File: config.mk
export PLATFORM = sky130hd
export DESIGN_NAME = lv_reset_function_top
export DESIGN_NICKNAME = d
export VERILOG_FILES = /design/src/logic/lv_reset_function_sync2.v /design/src/logic/lv_reset_function_prescaler.v /design/src/logic/lv_reset_function_top.v
export VERILOG_INCLUDE_DIRS = /design/src /design/src/logic
export SDC_FILE = /design/constraint.sdc
export NUM_CORES = 1
export LEC_CHECK = 0
export BUFFER_PORTS_ARGS = -buffer_cell sky130_fd_sc_hd__buf_2
export CORE_ASPECT_RATIO = 1.2
export CORE_MARGIN = 4
export CORE_UTILIZATION = 50
export CTS_CLUSTER_DIAMETER = 80
export DETAILED_ROUTE_END_ITERATION = 8
export PLACE_DENSITY = 0.7
export SLEW_MARGIN = 10
export SYNTH_ARGS = -nofsm -noshare
export SYNTH_HDL_FRONTEND = slang
export SYNTH_HIERARCHICAL = 1
export SYNTH_SLANG_ARGS = --single-unit
File: constraint.sdc
create_clock -name clk -period 2.18 [get_ports clk]
set_input_delay 0.327 -clock clk [delete_from_list [all_inputs] [get_ports clk]]
set_output_delay 0.327 -clock clk [all_outputs]
set_load 0.02 [all_outputs]
File: src/logic/lv_reset_function_defs.vh
`ifndef LV_RESET_FUNCTION_DEFS_VH
`define LV_RESET_FUNCTION_DEFS_VH
// ****************************************
// register offsets
// ****************************************
`define LV_RESET_FUNCTION_ADDR_W        4
`define LV_RESET_FUNCTION_OFS_CTRL      4'h0
`define LV_RESET_FUNCTION_OFS_STAT      4'h1
`define LV_RESET_FUNCTION_OFS_IRQ_STAT  4'h2
`define LV_RESET_FUNCTION_OFS_IRQ_CLR   4'h3
`define LV_RESET_FUNCTION_OFS_IRQ_EN    4'h4
// ****************************************
// control fields
// ****************************************
`define LV_RESET_FUNCTION_CTRL_DE       7
`define LV_RESET_FUNCTION_CTRL_SEL      6
`define LV_RESET_FUNCTION_CTRL_RE       5
`define LV_RESET_FUNCTION_CTRL_FIE      1
`define LV_RESET_FUNCTION_CTRL_RIE      0
`define LV_RESET_FUNCTION_CTRL_MASK     8'hE3
`define LV_RESET_FUNCTION_CTRL_RST      8'h00
// ****************************************
// status fields
// ****************************************
`define LV_RESET_FUNCTION_STAT_FALL     1
`define LV_RESET_FUNCTION_STAT_RISE     0
`define LV_RESET_FUNCTION_STAT_RSVD     8'hFC
// ****************************************
// interrupt fields
// ****************************************
`define LV_RESET_FUNCTION_IRQ_FALL      0
`define LV_RESET_FUNCTION_IRQ_RISE      1
`define LV_RESET_FUNCTION_IRQ_RESET     2
`define LV_RESET_FUNCTION_IRQ_W         3
`define LV_RESET_FUNCTION_IRQ_ZERO      3'h0
// ****************************************
// reset release count
// ****************************************
`define LV_RESET_FUNCTION_RELEASE_CYC   18'h20000
`define LV_RESET_FUNCTION_CNT_W         18
`define LV_RESET_FUNCTION_CNT_ZERO      18'h00000
`define LV_RESET_FUNCTION_CNT_ONE       18'h00001
`endif

File: src/logic/lv_reset_function_sync2.v
`timescale 1ns/10ps
module lv_reset_function_sync2 (
  // clock and reset
  input  wire clk,
  input  wire rstn,
  // level in and out
  input  wire d_in,
  output wire q_out
);
  reg meta_r;
  reg sync_r;
  always @(posedge clk or negedge rstn) begin
    if (!rstn) begin
      meta_r <= 1'b0;
      sync_r <= 1'b0;
    end else begin
      meta_r <= d_in;
      sync_r <= meta_r;
    end
  end
  assign q_out = sync_r;
endmodule // lv_reset_function_sync2

File: src/logic/lv_reset_function_prescaler.v
`timescale 1ns/10ps
`include "lv_reset_function_defs.vh"
module lv_reset_function_prescaler #(
  parameter [17:0] RELEASE_CYC = `LV_RESET_FUNCTION_RELEASE_CYC
) (
  // clock and reset
  input  wire clk,
  input  wire rstn,
  // control
  input  wire hold,
  output wire done
);
  reg [`LV_RESET_FUNCTION_CNT_W-1:0] cnt_r;
  reg                   done_r;
  always @(posedge clk or negedge rstn) begin
    if (!rstn) begin
      cnt_r  <= `LV_RESET_FUNCTION_CNT_ZERO;
      done_r <= 1'b1;
    end else if (hold) begin
      cnt_r  <= `LV_RESET_FUNCTION_CNT_ZERO;
      done_r <= 1'b0;
    end else if (!done_r) begin
      if (cnt_r == RELEASE_CYC - `LV_RESET_FUNCTION_CNT_ONE)
        done_r <= 1'b1;
      else
        cnt_r <= cnt_r + `LV_RESET_FUNCTION_CNT_ONE;
    end
  end
  assign done = done_r;
endmodule // lv_reset_function_prescaler

File: src/logic/lv_reset_function_top.v
// Local design decisions: the address map and the strobed register port.
`timescale 1ns/10ps
`include "lv_reset_function_defs.vh"
module lv_reset_function_top #(
  parameter [17:0] RELEASE_CYC = `LV_RESET_FUNCTION_RELEASE_CYC
) (
  // clock and power-on reset
  input  wire                    clk,
  input  wire                    rstn,
  // register port
  input  wire [`LV_RESET_FUNCTION_ADDR_W-1:0] addr,
  input  wire [7:0]              wdata,
  input  wire                    wr,
  input  wire                    rd,
  output wire [7:0]              rdata,
  // comparators, asynchronous
  input  wire                    below_fall,
  input  wire                    above_rise,
  input  wire                    below_reset,
  // outputs
  output wire                    lv_reset_n,
  output wire                    fall_irq,
  output wire                    rise_irq,
  output wire                    irq
);
  // ****************************************
  // synchronisers
  // ****************************************
  wire fall_s;
  wire rise_s;
  wire rst_s;
  lv_reset_function_sync2 u_sync_fall (
    .clk   (clk),
    .rstn  (rstn),
    .d_in  (below_fall),
    .q_out (fall_s)
  );
  lv_reset_function_sync2 u_sync_rise (
    .clk   (clk),
    .rstn  (rstn),
    .d_in  (above_rise),
    .q_out (rise_s)
  );
  lv_reset_function_sync2 u_sync_rst (
    .clk   (clk),
    .rstn  (rstn),
    .d_in  (below_reset),
    .q_out (rst_s)
  );
  // ****************************************
  // control and decode
  // ****************************************
  reg  [7:0] ctrl_r;
  reg        fall_flag_r;
  reg        rise_flag_r;
  reg        fall_seen_r;
  reg        rise_armed_r;
  reg        rd_fall_one_r;
  reg        rd_rise_one_r;
  reg  [`LV_RESET_FUNCTION_IRQ_W-1:0] irq_stat_r;
  reg  [`LV_RESET_FUNCTION_IRQ_W-1:0] irq_en_r;
  reg  [7:0] rdata_r;
  reg        lvr_active_r;
  function hit;
    input [`LV_RESET_FUNCTION_ADDR_W-1:0] a;
    input [`LV_RESET_FUNCTION_ADDR_W-1:0] ofs;
    begin
      hit = (a == ofs);
    end
  endfunction
  wire wr_ctrl  = wr & hit(addr, `LV_RESET_FUNCTION_OFS_CTRL);
  wire wr_stat  = wr & hit(addr, `LV_RESET_FUNCTION_OFS_STAT);
  wire wr_iclr  = wr & hit(addr, `LV_RESET_FUNCTION_OFS_IRQ_CLR);
  wire wr_ien   = wr & hit(addr, `LV_RESET_FUNCTION_OFS_IRQ_EN);
  wire rd_stat  = rd & hit(addr, `LV_RESET_FUNCTION_OFS_STAT);
  wire de       = ctrl_r[`LV_RESET_FUNCTION_CTRL_DE];
  // detection disabled masks every other control bit
  wire sel      = de & ctrl_r[`LV_RESET_FUNCTION_CTRL_SEL];
  wire re_en    = de & ctrl_r[`LV_RESET_FUNCTION_CTRL_RE];
  wire fie      = de & ~sel & ctrl_r[`LV_RESET_FUNCTION_CTRL_FIE];
  wire rie      = de & ~sel & ctrl_r[`LV_RESET_FUNCTION_CTRL_RIE];
  // ****************************************
  // low-voltage reset generation
  // ****************************************
  wire lv_hold = re_en & rst_s;
  wire pre_done;
  lv_reset_function_prescaler #(
    .RELEASE_CYC (RELEASE_CYC)
  ) u_pre (
    .clk  (clk),
    .rstn (rstn),
    .hold (lv_hold),
    .done (pre_done)
  );
  wire lv_rst = ~pre_done;
  assign lv_reset_n = pre_done;
  always @(posedge clk or negedge rstn) begin
    if (!rstn)
      lvr_active_r <= 1'b0;
    else
      lvr_active_r <= lv_rst;
  end
  // ****************************************
  // control register
  // ****************************************
  always @(posedge clk or negedge rstn) begin
    if (!rstn)
      ctrl_r <= `LV_RESET_FUNCTION_CTRL_RST;
    else if (wr_ctrl)
      ctrl_r <= wdata & `LV_RESET_FUNCTION_CTRL_MASK;
  end
  // ****************************************
  // status flags
  // ****************************************
  wire fall_set = fie & fall_s & ~fall_seen_r;
  wire rise_set = rie & rise_armed_r & rise_s & ~rst_s;
  always @(posedge clk or negedge rstn) begin
    if (!rstn) begin
      fall_seen_r   <= 1'b0;
      rise_armed_r  <= 1'b0;
      fall_flag_r   <= 1'b0;
      rise_flag_r   <= 1'b0;
      rd_fall_one_r <= 1'b0;
      rd_rise_one_r <= 1'b0;
    end else if (lv_rst) begin
      fall_seen_r   <= 1'b0;
      rise_armed_r  <= 1'b0;
      fall_flag_r   <= 1'b0;
      rise_flag_r   <= 1'b0;
      rd_fall_one_r <= 1'b0;
      rd_rise_one_r <= 1'b0;
    end else begin
      fall_seen_r <= fall_s;
      // arm on fall, disarm at reset level or once risen
      if (rst_s | ~de)
        rise_armed_r <= 1'b0;
      else if (fall_s & rie)
        rise_armed_r <= 1'b1;
      else if (rise_set)
        rise_armed_r <= 1'b0;
      if (rd_stat) begin
        rd_fall_one_r <= fall_flag_r;
        rd_rise_one_r <= rise_flag_r;
      end
      // set wins over clear
      if (fall_set)
        fall_flag_r <= 1'b1;
      else if (wr_stat & rd_fall_one_r & ~wdata[`LV_RESET_FUNCTION_STAT_FALL]) begin
        fall_flag_r   <= 1'b0;
        rd_fall_one_r <= 1'b0;
      end
      if (rise_set)
        rise_flag_r <= 1'b1;
      else if (wr_stat & rd_rise_one_r & ~wdata[`LV_RESET_FUNCTION_STAT_RISE]) begin
        rise_flag_r   <= 1'b0;
        rd_rise_one_r <= 1'b0;
      end
    end
  end
  assign fall_irq = fall_flag_r & fie;
  assign rise_irq = rise_flag_r & rie;
  // ****************************************
  // interrupt status, clear, enable
  // ****************************************
  wire [`LV_RESET_FUNCTION_IRQ_W-1:0] ev;
  assign ev[`LV_RESET_FUNCTION_IRQ_FALL]  = fall_set;
  assign ev[`LV_RESET_FUNCTION_IRQ_RISE]  = rise_set;
  assign ev[`LV_RESET_FUNCTION_IRQ_RESET] = lv_rst & ~lvr_active_r;
  genvar gi;
  generate
    for (gi = 0; gi < `LV_RESET_FUNCTION_IRQ_W; gi = gi + 1) begin : g_irq
      always @(posedge clk or negedge rstn) begin
        if (!rstn)
          irq_stat_r[gi] <= 1'b0;
        else if (ev[gi])
          irq_stat_r[gi] <= 1'b1;
        else if (wr_iclr & wdata[gi])
          irq_stat_r[gi] <= 1'b0;
      end
    end
  endgenerate
  always @(posedge clk or negedge rstn) begin
    if (!rstn)
      irq_en_r <= `LV_RESET_FUNCTION_IRQ_ZERO;
    else if (wr_ien)
      irq_en_r <= wdata[`LV_RESET_FUNCTION_IRQ_W-1:0];
  end
  assign irq = |(irq_stat_r & irq_en_r);
  // ****************************************
  // read data, one cycle after strobe
  // ****************************************
  always @(posedge clk or negedge rstn) begin
    if (!rstn)
      rdata_r <= 8'h00;
    else if (rd) begin
      case (addr)
        `LV_RESET_FUNCTION_OFS_CTRL:
          rdata_r <= ctrl_r;
        `LV_RESET_FUNCTION_OFS_STAT:
          rdata_r <= `LV_RESET_FUNCTION_STAT_RSVD |
                     {6'h00, fall_flag_r, rise_flag_r};
        `LV_RESET_FUNCTION_OFS_IRQ_STAT:
          rdata_r <= {5'h00, irq_stat_r};
        `LV_RESET_FUNCTION_OFS_IRQ_EN:
          rdata_r <= {5'h00, irq_en_r};
        default:
          rdata_r <= 8'h00;
      endcase
    end else
      rdata_r <= 8'h00;
  end
  assign rdata = rdata_r;
  // software sequencing is the host's duty
endmodule // lv_reset_function_top

==> results_tabular.tex <==
\begin{tabular}{lr}
\hline
Metric & Value \\
\hline
\multicolumn{2}{l}{\textbf{Synthesis}} \\
Main synth FF type & dfrtp\_1 \\
Mux cell area share after synthesis & 0.0863 \\
Netlist cell types & 63 \\
Number of instances in the synthesized netlist & around 240 \\
Post-synthesis share of cell area spent on full adders, half adders and majority gates & 0.00482 \\
Net Count, Synth & approximately 260 \\
Post-synthesis sequential area ratio & 0.483 \\
EDFF count, synth & 0 \\
Post-synthesis share of cell area spent on and, or, nand and nor gates & 0.242 \\
Post-synthesis compound-gate area fraction & 0.135 \\
Number of warnings reported in the yosys synthesis log & 6 \\
Post-synth design cell area & between 2000 and 3000 sq um \\
Xor/xnor cell area share of the yosys netlist & 0 \\
Mean area per synthesized cell & 10.9 sq um \\
Flop and latch count out of synthesis & 50 \\
Dominant combinational cell family by area after synthesis & simple AND/OR/NAND/NOR gates \\
Proportion of register bits with asynchronous set or reset after synthesis & 1.00 \\
\multicolumn{2}{l}{\textbf{Setup path}} \\
WS Path Type & flop to flop \\
Worst Path Max Fanout & 5 \\
Critical path data required time & about 2.4 ns \\
Critical Path Start Type & flop \\
Cell count of the worst reg-to-reg path & 5 \\
Slack of the worst reg-to-reg path & 0.20 ns \\
Critical register-to-register path endpoint & u\_pre/cnt\_r[12] \\
Worst r2r src & u\_pre/cnt\_r[0] \\
Endpoint kind of the worst setup timing path & flop \\
Data arrival time of the worst path & $\sim$2.2 ns \\
\multicolumn{2}{l}{\textbf{STA}} \\
Number of failing hold endpoints at the final stage & 0 \\
Final worst setup slack & slightly above 0.2 ns \\
Worst slack on hold paths & 0.0115 ns \\
Worst clock skew on the final layout & around 0.0077 ns \\
Total count of max-transition violations in the final report & 0 \\
Setup repair after global routing missed its margin & false \\
Fmax achieved & 505 MHz \\
Share of the clock period used by the worst path after layout & 0.908 \\
Final critical-path required period & a little under 2 ns \\
Worst slew margin relative to its limit & 0.611 \\
Setup violation total in the final timing report & 0 \\
Slew at the pin closest to its max-slew limit & between 0.5 and 0.6 ns \\
Setup TNS & 0 ns \\
\multicolumn{2}{l}{\textbf{Place}} \\
Sum of net half-perimeters after detailed placement & 3810 um \\
Gpl congestion & around 0.8 \\
Number of buffers inserted by port buffering & 28 \\
Pre-CTS worst setup slack & $\sim$0.21 ns \\
\multicolumn{2}{l}{\textbf{Layout}} \\
Total Nets Final & between 200 and 300 \\
Layout Area Growth over Synthesis & 11.8\% \\
Count of antenna diodes in the layout & 0 \\
Fraction of final layout cells with drive strength greater than 1 & 0.276 \\
Most frequent cells in the layout & dfrtp\_1 (49), buf\_2 (28), nor2\_1 (20) \\
Number of fill cells & between 400 and 500 \\
Most common cell after layout, fill and taps aside & dfrtp\_1 \\
\multicolumn{2}{l}{\textbf{CTS}} \\
Clock-pin slew on the worst setup and hold paths & 0.10 ns \\
CTS tree & built \\
Clk root buf & clkbuf\_8 \\
Number of buffers added by the clock tree synthesis step & 5 \\
Hold\_buf cts & 0 \\
Number of setup buffers added after CTS & 0 \\
Number of buffers between clock root and the deepest sink & 2 \\
Post-cts repair resize count & 0 \\
Clock latency of the later-clocked register in the worst-skew pair & roughly 0.30 ns \\
Sink Count & 50 \\
H-tree levels & 2 \\
\multicolumn{2}{l}{\textbf{Job}} \\
Max Cap Violations & 0 \\
\multicolumn{2}{l}{\textbf{Pwr}} \\
Static Leak & between 1 and 1.5 nW \\
Peak VDD IR & 0.479 mV \\
PD cells & $\sim$800 nW/um\^{}2 \\
\multicolumn{2}{l}{\textbf{Floorplanning}} \\
FP Rows & 28 \\
Die extent in x & between 70 and 80 um \\
Chip Height & around 87 um \\
Starting density of the core & 0.522 \\
Total I/O pin count & 31 \\
Die Area & $\sim$6400 sq um \\
Placeable core area & about 5000 sq um \\
\multicolumn{2}{l}{\textbf{Drt}} \\
Detailed Route WL & approximately 5100 um \\
Total via count after detailed routing & around 1900 \\
\# DRC & 0 \\
Initial DRC Count & between 80 and 90 \\
Post-detailed-route via-to-cell ratio & 5.82 \\
Routed Antenna Nets & 0 \\
TritonRoute pass-1 iters & 4 \\
Routed len/inst & about 16 um \\
\multicolumn{2}{l}{\textbf{GRT}} \\
Vias in the first global route & between 1500 and 2000 \\
GRT met2 Usage & 0.315 \\
M1 GR Usage & 0.204 \\
Number of antenna violations at the first check in global routing & 0 \\
Met3 track demand over resource & 0.0277 \\
Wire length of the first global-routing pass & 8560 um \\
Total congestion overflow after global routing & 0 \\
Maximum number of pins on one net before global-route repair & 27 \\
Most used routing layer in global routing & met2 \\
Overall global routing resource usage & 0.174 \\
\multicolumn{2}{l}{\textbf{Status}} \\
Result of the run & complete, no violations \\
\multicolumn{2}{l}{\textbf{Min path}} \\
Class of the tightest hold or removal check & input pin to async pin \\
\hline
\end{tabular}
[area by class of cell]
| type | count | area (sq um) | area share |
|---|---|---|---|
| Clock buffer | 5 | 68.8 | 0.0237 |
| Clock inverter | 3 | 43.8 | 0.0151 |
| Inverter | 12 | 45.0 | 0.0155 |
| Multi-Input combinational cell | 165 | 1210 | 0.418 |
| Sequential cell | 50 | 1250 | 0.432 |
| Tap cell | 60 | 75.1 | 0.0259 |
| Timing Repair Buffer | 33 | 203 | 0.0699 |
[worst max path at each step]
stage	cells past startpoint	from	to	slack, ns
floorplan	5	u_pre/cnt_r[0]	u_pre/cnt_r[12]	0.38
global placement	5	u_pre/cnt_r[0]	u_pre/cnt_r[12]	0.26
detailed placement	5	u_pre/cnt_r[0]	u_pre/cnt_r[12]	0.21
CTS	5	u_pre/cnt_r[0]	u_pre/cnt_r[12]	0.18
global route	5	u_pre/cnt_r[0]	u_pre/cnt_r[12]	0.005
finish	5	u_pre/cnt_r[0]	u_pre/cnt_r[12]	0.20
[metal layers]
layer | part of all wire | up-vias
met2 | 0.52 | 34
met3 | 0.036 | 7
met1 | 0.43 | 935
li1 | - | 933
met5 | 0 | -
met4 | 0.014 | 0
[synth_stat cells (2+ instances only)]
| cell | count | area share |
|---|---|---|
| dfrtp_1 | 49 | 0.47 |
| nor2_1 | 20 | 0.029 |
| mux2_2 | 17 | 0.074 |
| a21oi_1 | 14 | 0.027 |
| inv_1 | 12 | 0.017 |
| nand2_1 | 11 | 0.016 |
| nand3_1 | 10 | 0.019 |
| nor2b_1 | 10 | 0.024 |
| a211oi_1 | 8 | 0.023 |
| nand3b_1 | 7 | 0.020 |
| o21ai_0 | 5 | 0.0096 |
| or4_1 | 4 | 0.012 |
| and2_1 | 3 | 0.0072 |
| buf_4 | 3 | 0.0087 |
| nand2b_1 | 3 | 0.0072 |
| a211o_1 | 2 | 0.0068 |
| a221oi_1 | 2 | 0.0068 |
| a22oi_1 | 2 | 0.0058 |
| a31oi_1 | 2 | 0.0048 |
| a41oi_1 | 2 | 0.0068 |
| and3b_1 | 2 | 0.0068 |
| buf_2 | 2 | 0.0039 |
| buf_6 | 2 | 0.0087 |
| mux2_1 | 2 | 0.0087 |
| nand4_4 | 2 | 0.016 |
| nand4b_1 | 2 | 0.0068 |
| nor4_1 | 2 | 0.0048 |
| o31ai_1 | 2 | 0.0058 |
[sequential cells by signal, indices dropped and copies added (netlist names), 3 cells and up]
signal	count
irq_en_r	3
ctrl_r	5
rdata	7
irq_stat_r	3
u_pre/cnt_r	18
[through the flow]
step	total power, W	util	instance area (sq um)	std cells
2_1_floorplan	0.00147	-	2590	237
3_3_place_gp	0.00160	0.561	2790	320
3_5_place_dp	0.00162	0.561	2790	320
4_1_cts	0.00229	0.583	2900	328
5_1_grt	0.00239	0.583	2900	328
6_report	0.00226	0.583	2900	328
[worst max-delay path: stages (launching register included)]
cell and delay (ns):
dfrtp_1 0.41, ha_1 0.21, nand2_1 0.10, or4_4 0.56, nor3b_1 0.24, mux2_1 0.35
[report_power, final]
part	internal [W]	switching (W)	total [W]
combinational	0.000214	0.000216	0.000430
sequential	0.00104	0.000124	0.00117
clock	0.000344	0.000318	0.000662
[kinds of logic after synthesis]
kind of cell	Yosys count
DFF	50
buffers and inverters	22
muxes	20
and+or+nand+nor	94
AOI/OAI and AO/OA	50
adders and majority gates	1
Note: power is estimated with default switching activity, not from simulation.
